<file path="src/shared/acr_pkg.sv">
// Package for the converter configuration registers: offsets, fields, reset values and decode types.
`default_nettype none
package acr_pkg;
  localparam logic [0:0] ADDR_REF_PORT   = 1'h0;
  localparam logic [0:0] ADDR_FMT_CLK    = 1'h1;
  localparam logic [7:0] REF_PORT_MASK   = 8'h3f;
  localparam logic [7:0] FMT_CLK_MASK    = 8'hbf;
  localparam logic [7:0] REF_PORT_RESET  = 8'h00;
  localparam logic [7:0] FMT_CLK_RESET   = 8'h00;
  localparam int         NEG_REF_BIT     = 5;
  localparam int         POS_REF_BIT     = 4;
  localparam int         PIN_ROLE_LSB    = 0;
  localparam int         JUSTIFY_BIT     = 7;
  localparam int         ACQ_LSB         = 3;
  localparam int         CLK_SEL_LSB     = 0;
  localparam int         NUM_CHANNELS    = 12;
  localparam logic [3:0] PIN_ROLE_ALL_AN = 4'h3;
  // One instruction cycle is four system clocks.
  localparam logic [2:0] RC_START_DELAY  = 3'h4;

  typedef struct packed {
    logic [0:0] addr;
    logic [7:0] wdata;
    logic       wr;
    logic       rd;
  } acr_bus_req_t;

  typedef struct packed {
    logic                    neg_ref_select;
    logic                    pos_ref_select;
    logic [NUM_CHANNELS-1:0] channel_digital;
    logic                    result_justify_select;
    logic [4:0]              acq_periods;
    logic                    internal_rc_clock;
    logic [6:0]              clock_divide;
    logic                    conv_clock_run;
  } acr_cfg_t;
endpackage
`default_nettype wire

</file>
<file path="src/design/acr_regs.sv">
// Converter configuration registers with decoded reference, pin role, timing and clock settings.
//
// Local design decisions: strobed register access and the register addresses.
`default_nettype none
module acr_regs (
  input  wire logic                 clk_i,     // System clock.
  input  wire logic                 arst_n_i,  // Asynchronous reset, active low.
  input  wire acr_pkg::acr_bus_req_t bus_i,    // Register bus request.
  output logic [7:0]                rdata_o,   // Read data, one cycle after the strobe.
  output acr_pkg::acr_cfg_t         cfg_o      // Decoded configuration to the converter.
);

  typedef struct packed {
    logic [7:0] ref_port;
    logic [7:0] fmt_clk;
    logic [7:0] rdata;
    logic [2:0] rc_wait;
  } acr_state_t;

  acr_state_t s_q;
  acr_state_t s_d;

  function automatic logic [4:0] acq_periods(input logic [2:0] code);
    case (code)
      3'h0:    acq_periods = 5'h00;
      3'h1:    acq_periods = 5'h02;
      3'h2:    acq_periods = 5'h04;
      3'h3:    acq_periods = 5'h06;
      3'h4:    acq_periods = 5'h08;
      3'h5:    acq_periods = 5'h0c;
      3'h6:    acq_periods = 5'h10;
      default: acq_periods = 5'h14;
    endcase
  endfunction

  function automatic logic is_rc(input logic [2:0] code);
    is_rc = (code[1:0] == 2'h3);
  endfunction

  logic [3:0] pin_role;
  logic [2:0] acq_code;
  logic [2:0] clk_code;
  assign pin_role = s_q.ref_port[acr_pkg::PIN_ROLE_LSB +: 4];
  assign acq_code = s_q.fmt_clk[acr_pkg::ACQ_LSB +: 3];
  assign clk_code = s_q.fmt_clk[acr_pkg::CLK_SEL_LSB +: 3];

  always_comb
  begin
    s_d       = s_q;
    s_d.rdata = 8'h00;
    if (bus_i.wr)
    begin
      // Masking on write keeps unimplemented bits at zero for later reads.
      if (bus_i.addr == acr_pkg::ADDR_REF_PORT)
        s_d.ref_port = bus_i.wdata & acr_pkg::REF_PORT_MASK;
      else
        s_d.fmt_clk = bus_i.wdata & acr_pkg::FMT_CLK_MASK;
    end
    if (bus_i.rd)
    begin
      if (bus_i.addr == acr_pkg::ADDR_REF_PORT)
        s_d.rdata = s_q.ref_port & acr_pkg::REF_PORT_MASK;
      else
        s_d.rdata = s_q.fmt_clk & acr_pkg::FMT_CLK_MASK;
    end
    // The start delay restarts whenever the RC source is not chosen.
    if (!is_rc(clk_code))
      s_d.rc_wait = acr_pkg::RC_START_DELAY;
    else if (s_q.rc_wait != 3'h0)
      s_d.rc_wait = s_q.rc_wait - 3'h1;
  end

  always_ff @(posedge clk_i or negedge arst_n_i)
  begin
    if (!arst_n_i)
    begin
      s_q.ref_port <= acr_pkg::REF_PORT_RESET;
      s_q.fmt_clk  <= acr_pkg::FMT_CLK_RESET;
      s_q.rdata    <= 8'h00;
      s_q.rc_wait  <= acr_pkg::RC_START_DELAY;
    end
    else
      s_q <= s_d;
  end

  assign rdata_o = s_q.rdata;

  genvar ch;
  generate
    for (ch = 0; ch < acr_pkg::NUM_CHANNELS; ch++)
    begin : g_pin
      // Channel ch turns digital once the code reaches 3 + (12 - ch).
      assign cfg_o.channel_digital[ch] =
        (pin_role > acr_pkg::PIN_ROLE_ALL_AN) &&
        (5'(pin_role) >= 5'(acr_pkg::PIN_ROLE_ALL_AN) + 5'(acr_pkg::NUM_CHANNELS - ch));
    end
  endgenerate

  assign cfg_o.neg_ref_select        = s_q.ref_port[acr_pkg::NEG_REF_BIT];
  assign cfg_o.pos_ref_select        = s_q.ref_port[acr_pkg::POS_REF_BIT];
  assign cfg_o.result_justify_select = s_q.fmt_clk[acr_pkg::JUSTIFY_BIT];
  // Zero periods tells the engine to convert on start with no sampling phase.
  assign cfg_o.acq_periods           = acq_periods(acq_code);
  assign cfg_o.internal_rc_clock     = is_rc(clk_code);
  assign cfg_o.conv_clock_run        = !is_rc(clk_code) || (s_q.rc_wait == 3'h0);

  // A function keeps every field of cfg_o under continuous assignment, so no field is mixed with a process.
  function automatic logic [6:0] clk_divide(input logic [2:0] code);
    case (code)
      3'h0:    clk_divide = 7'h02;
      3'h1:    clk_divide = 7'h08;
      3'h2:    clk_divide = 7'h20;
      3'h4:    clk_divide = 7'h04;
      3'h5:    clk_divide = 7'h10;
      3'h6:    clk_divide = 7'h40;
      default: clk_divide = 7'h00;
    endcase
  endfunction

  assign cfg_o.clock_divide          = clk_divide(clk_code);

endmodule
`default_nettype wire

</file>
<file path="config.mk">
export PLATFORM = sky130hd
export DESIGN_NAME = acr_regs
export DESIGN_NICKNAME = d
export VERILOG_FILES = /design/src/shared/acr_pkg.sv /design/src/design/acr_regs.sv
export SDC_FILE = /design/constraint.sdc
export NUM_CORES = 1
export LEC_CHECK = 0
export ABC_AREA = 1
export BUFFER_PORTS_ARGS = -buffer_cell sky130_fd_sc_hd__buf_2
export CORE_MARGIN = 5
export CORE_UTILIZATION = 43
export CTS_CLUSTER_SIZE = 30
export DETAILED_ROUTE_END_ITERATION = 8
export PLACE_DENSITY = 0.81
export SKIP_LAST_GASP = 1
export SLEW_MARGIN = 10
export SYNTH_ARGS = -nofsm -noshare
export SYNTH_HDL_FRONTEND = slang
export SYNTH_SLANG_ARGS = --single-unit
</file>
<file path="constraint.sdc">
create_clock -name clk_i -period 1.08 [get_ports clk_i]
set_input_delay 0.324 -clock clk_i [delete_from_list [all_inputs] [get_ports clk_i]]
set_output_delay 0.324 -clock clk_i [all_outputs]
set_load 0.1 [all_outputs]
</file>
==> impl_metrics.json, run 1 <==
{
  "antenna_found_initial": 0,
  "io_buffers": 45,
  "initial_core_util": 0.446,
  "drt_iter0_drc": 53,
  "drt-pass1-iter-count": 4,
  "nNetsFinal": 238,
  "coreArea_um2": 2760,
  "routedWlPerCell_um": 23.2,
  "yosysMostFrequentCell": "nand2_1",
  "violations": "negative setup slack",
  "power_density_nw_per_um2": 1670,
  "vias": 1462,
  "setup-tns-final_ps": -15550,
  "final_max_slew_viol_count": 0,
  "crit_type": "flop to output port",
  "grt_pass1_vias": 1466,
  "synthArstFlopShare": 1.00,
  "totalPowerFinal_w": 0.00437,
  "cts_buffers": 3,
  "final_antenna_net_count": 0,
  "synth_seq_cells": 23,
  "worstMarginPinSlew_ps": 531,
  "grt_pass1_wl_um": 7600,
  "synth_cell_types": 18,
  "hold_path.class": "input pin to flop",
  "fin_area_um2": 2620,
  "rows": 19,
  "h-tree-depth": 1,
  "drive_above_1_share": 0.689,
  "syn_area_per_cell_um2": 7.98,
  "fp.dieH_um": 63.5,
  "slew_headroom": 0.646,
  "arrival_ps": 1410,
  "hold_violations": 0,
  "cts.sinks": 23,
  "cp.required_ps": 760,
  "dieArea_um2": 4030,
  "clkTransAtPathRegs_ps": 130,
  "synth_area_leader_cell": "dfrtp_1",
  "diodes": 0,
  "critical-path-slowest-cell": "dfrtp_2",
  "clk_path_buf_depth": 2,
  "ys.flop_type": "dfrtp_1",
  "syn_area_um2": 1230,
  "fmax_mhz": 577,
  "gr-total-overflow": 0,
  "design.portCount": 50,
  "syn2layout_area_growth_pct": 114,
  "period_share": 1.60,
  "placed_cell_area_um2": 2290,
  "synth_area_leaders": "dfrtp_1 (45%), nand2_1 (8.2%), buf_4 (7.9%), o21ai_0 (7.3%), inv_1 (6.7%)",
  "cap_violations": 0,
  "netlist_instances": 154,
  "status": "finished, violations left",
  "cp-start-kind": "flop",
  "peakVddDrop_v": 0.00177,
  "cts_tree": "done",
  "ys_seq_area_frac": 0.469,
  "rsz0062_at_grt": "true",
  "end_kind": "output port",
  "dp_hpwl_um": 3220,
  "p_leak_nw": 1.18,
  "routabilityCongestion": 0.819,
  "vias_per_cell": 5.78,
  "worstSkewPairLatency_ps": 320,
  "synth_top_area_frac": 0.448,
  "crit_chain": "buf_4 -> inv_4 -> nor3_4 -> buf_12",
  "fin_worst_skew_ps": 1.94,
  "drc_errors": 0,
  "synthTopCellsByCount": "nand2_1 (27), dfrtp_1 (22), inv_1 (22), nor2_1 (22), o21ai_0 (18)",
  "die_w_um": 63.5,
  "clockRootBuffer": "clkbuf_4",
  "slowest_delay_ps": 440,
  "yosysWarnings": 0,
  "path_delay_family": "flip-flops",
  "fin_ws_ps": -652,
  "grt_max_degree": 24,
  "cp_max_fo": 4,
  "grt_usage": 0.242,
  "synth_edf_count": 0,
  "finalSetupViolations": 38,
  "period_needed_ps": 1730,
  "path_buf_inv": 3,
  "drt_wl_total_um": 5870
}
[worst register-to-register path, cell delays in order (launching register included)]
cell	delay (ps)
dfrtp_2	480
nand2_4	110
clkinvlp_4	200
buf_6	200
nand3_2	80
nand2_1	80
[logic make-up after synthesis]
family,after synthesis,share of synthesized area
other,1,0.00305
and+or+nand+nor,62,0.208
DFF,23,0.469
adders and majority gates,2,0.0204
buffers and inverters,41,0.179
AOI/OAI and AO/OA,25,0.120
[stage by stage]
step | hold slack, ps | cells | util | setup slack, ps
2_1_floorplan | 28.4 | 156 | - | -705
3_3_place_gp | 306 | 232 | 0.830 | -290
3_5_place_dp | 324 | 232 | 0.830 | -340
4_1_cts | 251 | 245 | 0.900 | -636
5_1_grt | 272 | 253 | 0.951 | -688
6_report | 268 | 253 | 0.951 | -652
[state kept, by name, summed over array words and instances, names as in the netlist]
name,flops
acq_code,3
clk_code,3
s_q,3
pin_role,4
cfg_o,3
rdata_o,7
[where the power goes]
part | switching (W) | leakage (nW) | internal [W] | total [W]
sequential | 0.000163 | 0.278 | 0.000966 | 0.00113
combinational | 0.00182 | 0.892 | 0.00100 | 0.00282
clock | 0.000277 | 0.0150 | 0.000145 | 0.000421
[cell type report]
type / instances / area, µm²
sequential: 23 / 589
timing repair buffer: 80 / 1060
inverter: 23 / 120
tap: 31 / 38.8
clock buffer: 4 / 26.3
fill: 68 / 134
multi-input combinational: 92 / 793
[cells in the final DEF (no fill, tap or decap), types with 2 or more instances in the layout]
master and n:
dfrtp_1 12, o21ai_0 9, nor3_4 6, o21ai_1 2
nand2_1 18, inv_4 4, nand2_4 5, nand2_8 3
inv_1 9, buf_4 24, buf_2 11, nand3_2 3
o21ai_2 6, ha_4 2, nand2_2 2, nor2_4 7
dfrtp_2 10, buf_12 36, nor2_2 3, buf_6 8
o21ai_4 7, inv_2 5, nor2_1 12, nand3_1 2
clkbuf_4 3, conb_1 3, clkinvlp_4 3
[final timing paths]
path / startpoint / end / slack (ps) / cells past startpoint
max reg2reg: clk_code[1] / s_q[0] / -180 / 5
min reg2reg: s_q[1] / s_q[1] / 690 / 3
min in group asynchronous: arst_n_i / cfg_o[14] / 520 / 2
max: clk_code[0] / cfg_o[4] / -650 / 4
min: bus_i[7] / acq_code[2] / 270 / 3
max in group asynchronous: arst_n_i / pin_role[3] / 180 / 2
[routing by layer]
metal	share of wire	track usage
met5	0	0
met4	0.057	0.101
met3	0.079	0.0568
met2	0.54	0.424
met1	0.33	0.280
[what timing repair did]
action / CTS / global route
hold buffers: 1 / 0
gates resized for setup: 28 / 21
buffers inserted: 8 / 10
endpoints found under the setup margin: 36 / 40
endpoints found under the hold margin: 22 / 0
pin swaps: 10 / 9
Power figures use the tool's default switching activity.
==> run 2: changes to the inputs <==
--- a/config.mk
+++ b/config.mk
@@ -9,4 +9,6 @@
 export BUFFER_PORTS_ARGS = -buffer_cell sky130_fd_sc_hd__buf_2
+export CORE_ASPECT_RATIO = 0.8
 export CORE_MARGIN = 5
 export CORE_UTILIZATION = 43
+export CTS_CLUSTER_DIAMETER = 40
 export CTS_CLUSTER_SIZE = 30
--- a/constraint.sdc
+++ b/constraint.sdc
@@ -3,2 +3,2 @@
 set_output_delay 0.324 -clock clk_i [all_outputs]
-set_load 0.1 [all_outputs]
+set_load 0.005 [all_outputs]
==> impl_metrics.json, run 2 (same netlist as run 1, synthesis figures left out) <==
{
  "status": "finished, violations left",
  "violations": "negative setup slack",
  "gr-total-overflow": 0,
  "clockRootBuffer": "clkbuf_4",
  "grt_pass1_vias": 1165,
  "drc_errors": 0,
  "fin_area_um2": 1770,
  "drt_iter0_drc": 14,
  "drt-pass1-iter-count": 4,
  "diodes": 0,
  "cts_buffers": 3,
  "fin_worst_skew_ps": 3.71,
  "nFillCells": 254,
  "fmax_mhz": 669,
  "hold_path.class": "input pin to flop",
  "end_kind": "output port",
  "cts_tree": "done",
  "cp_max_fo": 7,
  "met2_length_um": 1620,
  "nNetsFinal": 228,
  "path_delay_family": "flip-flops",
  "clk_path_buf_depth": 2,
  "hold_violations": 0,
  "peakVddDrop_v": 0.000657,
  "slowest_delay_ps": 500,
  "crit_chain": "nor3_2 -> buf_2",
  "fin_ws_ps": -415,
  "cap_violations": 0,
  "preCtsSetupSlack_ps": -81.3,
  "rows": 17,
  "layout_common_cells": "buf_2 (43), nand2_1 (21), buf_4 (19)",
  "worstSkewPairLatency_ps": 310,
  "fp.dieH_um": 57.8,
  "crit_type": "flop to output port",
  "rsz0062_at_grt": "true",
  "slew_headroom": 0.666,
  "final_antenna_net_count": 0,
  "vias": 1154,
  "ff_latch_area_um2": 587,
  "antenna_found_initial": 0,
  "arrival_ps": 1170,
  "power_density_nw_per_um2": 1270,
  "final_common_cell": "buf_2",
  "dieArea_um2": 4030,
  "clkTransAtPathRegs_ps": 120,
  "period_share": 1.38,
  "setup-tns-final_ps": -9010,
  "cp.required_ps": 760,
  "drt_wl_total_um": 3080,
  "finalSetupViolations": 34,
  "drive_above_1_share": 0.594,
  "syn2layout_area_growth_pct": 43.9,
  "p_leak_nw": 0.959,
  "top_layer": "met4",
  "grt_pass1_wl_um": 4890,
  "initial_core_util": 0.448,
  "grt_usage": 0.151,
  "worstMarginPinSlew_ps": 501,
  "vias_per_cell": 4.62,
  "routedWlPerCell_um": 12.3,
  "drt-met1-wl_um": 1200,
  "placed_cell_area_um2": 1480,
  "cts.sinks": 23,
  "critical-path-slowest-cell": "dfrtp_2",
  "routabilityCongestion": 0.729,
  "dp_hpwl_um": 2080,
  "io_buffers": 45,
  "largest_register_ffs": 7,
  "period_needed_ps": 1490,
  "coreArea_um2": 2740,
  "h-tree-depth": 1,
  "path_buf_inv": 1,
  "design.portCount": 50,
  "cp-start-kind": "flop",
  "multi_input_area_um2": 569,
  "wl_met3_um": 186,
  "final_max_slew_viol_count": 0,
  "die_w_um": 69.8,
  "grt_max_degree": 24
}
[run 2: cell count changes in the layout (fill, tap and decap cells not counted), moves of 4 or more]
cell,previous run,this run
nor3_4,6,0
nor2_1,12,16
o21ai_4,7,0
buf_4,24,19
nor3_2,0,5
buf_12,36,0
buf_2,11,43
inv_2,5,11
[run 2: timing repair]
item                                    4_1_cts  5_1_grt
setup buffers                                12        3
endpoints found under the hold margin        22        0
resized for setup                            28       40
hold buffers                                  1        0
pin swaps                                    12       15
endpoints found under the setup margin       34       37
[run 2: power by group]
part | internal, W | switching (W) | leakage, nW | total, W
Combinational | 0.000390 | 0.000385 | 0.664 | 0.000774
Clock | 0.000144 | 0.000257 | 0.0150 | 0.000401
Sequential | 0.000963 | 0.000114 | 0.281 | 0.00108
[run 2: path summary, 6_finish.rpt]
| check | cells past startpoint | to | slack, ps | from |
|---|---|---|---|---|
| setup / recovery | 2 | cfg_o[5] | -410 | clk_code[1] |
| hold / removal | 3 | cfg_o[14] | 230 | bus_i[9] |
| setup reg to reg | 7 | s_q[2] | 30 | s_q[1] |
| hold reg to reg | 2 | cfg_o[27] | 530 | cfg_o[27] |
| max in group asynchronous | 2 | acq_code[1] | 220 | arst_n_i |
| min in group asynchronous | 2 | acq_code[0] | 490 | arst_n_i |
[run 2: per-layer routing]
metal	up-vias	GRT usage
li1	573	-
met1	530	0.178
met2	42	0.272
met3	9	0.0312
met4	0	0.0601
met5	-	0
[run 2: cell type report]
cell class,instances,share of cell area
inverters,23,0.0517
flip-flops and latches,23,0.332
clock buffers,4,0.0149
multi-input cells,92,0.322
well taps,38,0.0269
repair buffers,70,0.253
[run 2: stage by stage]
stage	total power, W	cells	hold slack [ps]	util
finish	0.00225	250	233	0.644
global route	0.00241	250	255	0.644
CTS	0.00216	252	225	0.606
detailed placement	0.00162	235	322	0.539
global placement	0.00160	235	314	0.539
floorplan	0.00138	156	28.4	-
[run 2: worst min-delay path, cell delays in order]
cell and delay [ps]:
buf_2 70, nand3_1 60, nand2_1 60
==> run 3: changes to the inputs <==
Settings changed: CORE_UTILIZATION 43 to 39, CTS_CLUSTER_DIAMETER 40 to unset, PLACE_DENSITY 0.81 to 0.75, SETUP_SLACK_MARGIN set to 0.15.
==> impl_metrics.json, run 3 (same netlist as run 1, synthesis figures left out) <==
{
  "status": "finished, violations left",
  "violations": "negative setup slack",
  "die_w_um": 72.8,
  "p_leak_nw": 1.02,
  "end_kind": "output port",
  "preCtsSetupSlack_ps": -120,
  "clk_path_buf_depth": 2,
  "arrival_ps": 1120,
  "rsz0062_at_grt": "true",
  "grt_pass1_vias": 1092,
  "final_common_cell": "buf_2",
  "drt-pass1-iter-count": 4,
  "final_antenna_net_count": 0,
  "period_share": 1.34,
  "design.portCount": 50,
  "peakVddDrop_v": 0.000569,
  "hold_path.class": "input pin to asynchronous set/reset pin",
  "startpoint": "clk_code[1]",
  "routedWlPerCell_um": 12.1,
  "routabilityCongestion": 0.753,
  "clockRootBuffer": "clkbuf_8",
  "setup-tns-final_ps": -6700,
  "h-tree-depth": 1,
  "holdWs_ps": 1.43,
  "grt_max_degree": 24,
  "fp.dieH_um": 60.2,
  "totalPowerFinal_w": 0.00249,
  "crit_type": "flop to output port",
  "cts_buffers": 3,
  "fin_worst_skew_ps": 0.867,
  "worstSkewPairLatency_ps": 270,
  "dp_hpwl_um": 2190,
  "cts.sinks": 23,
  "final_max_slew_viol_count": 0,
  "layout_common_cells": "buf_2 (42), buf_4 (22), nand2_1 (18)",
  "cts_tree": "done",
  "cap_violations": 0,
  "hold_violations": 0,
  "coreArea_um2": 3060,
  "rows": 18,
  "cts_hold_buf": 0,
  "drive_above_1_share": 0.630,
  "power_density_nw_per_um2": 1320,
  "syn2layout_area_growth_pct": 53.5,
  "fin_ws_ps": -366,
  "finish.utilization": 0.616,
  "antenna_found_initial": 0,
  "cp-start-kind": "flop",
  "initial_core_util": 0.401,
  "drc_errors": 0,
  "dieArea_um2": 4380,
  "drt_iter0_drc": 39,
  "cp.required_ps": 760,
  "diodes": 0,
  "period_needed_ps": 1450,
  "vias": 1166,
  "fmax_mhz": 692,
  "io_buffers": 45,
  "finalSetupViolations": 27,
  "grt_usage": 0.145,
  "nNetsFinal": 235,
  "clkTransAtPathRegs_ps": 80,
  "gr-total-overflow": 0,
  "vias_per_cell": 4.50,
  "drt_wl_total_um": 3120,
  "largest_register_ffs": 7,
  "cp_max_fo": 6,
  "grt_pass1_wl_um": 4770,
  "reg2reg_from": "s_q[0]"
}
## run 3: critical path: stages, from the launching register on
cell     delay (ps)
dfrtp_2         460
buf_6           140
nor3_2          130
buf_2           130
## run 3: power breakdown
group	internal (W)	switching (W)	total [W]	leakage, nW
registers	0.000962	0.000112	0.00107	0.282
clock network	0.000264	0.000275	0.000539	0.0228
logic	0.000460	0.000414	0.000874	0.719
## run 3: metal layers
metal  routed length, µm  global-route usage  share of wire
met1                1360               0.181           0.43
met2                1490               0.231           0.48
met3                 231              0.0403          0.074
met4                  42              0.0711          0.013
met5                   0                   0              0
## run 3: final cells by class
type	count	area, µm²
timing repair buffer	77	531
tap	40	50.0
sequential	23	586
clock buffer	4	45.0
fill	264	1180
inverter	23	93.8
multi-input combinational	92	581
## run 3: path summary, 6_finish.rpt
check | end | slack, ps | cells past startpoint
min in group clk_i | cfg_o[14] | 310 | 3
worst min-delay path | cfg_o[27] | 1 | 1
max in group asynchronous | clk_code[1] | 730 | 1
worst min register to register | cfg_o[14] | 570 | 3
worst max-delay path | cfg_o[5] | -370 | 3
worst max register to register | s_q[2] | 30 | 7
## run 3: timing repair
| item | in CTS | in global routing |
|---|---|---|
| setup endpoints to repair | 38 | 43 |
| pin swaps | 7 | 14 |
| gates resized for setup | 18 | 32 |
| setup buffers | 6 | 6 |
## run 3: stage by stage
step | instances | cell area (µm²)
CTS | 253 | 1750
floorplan | 156 | 1320
global route | 259 | 1890
finish | 259 | 1890
global placement | 243 | 1610
detailed placement | 243 | 1610
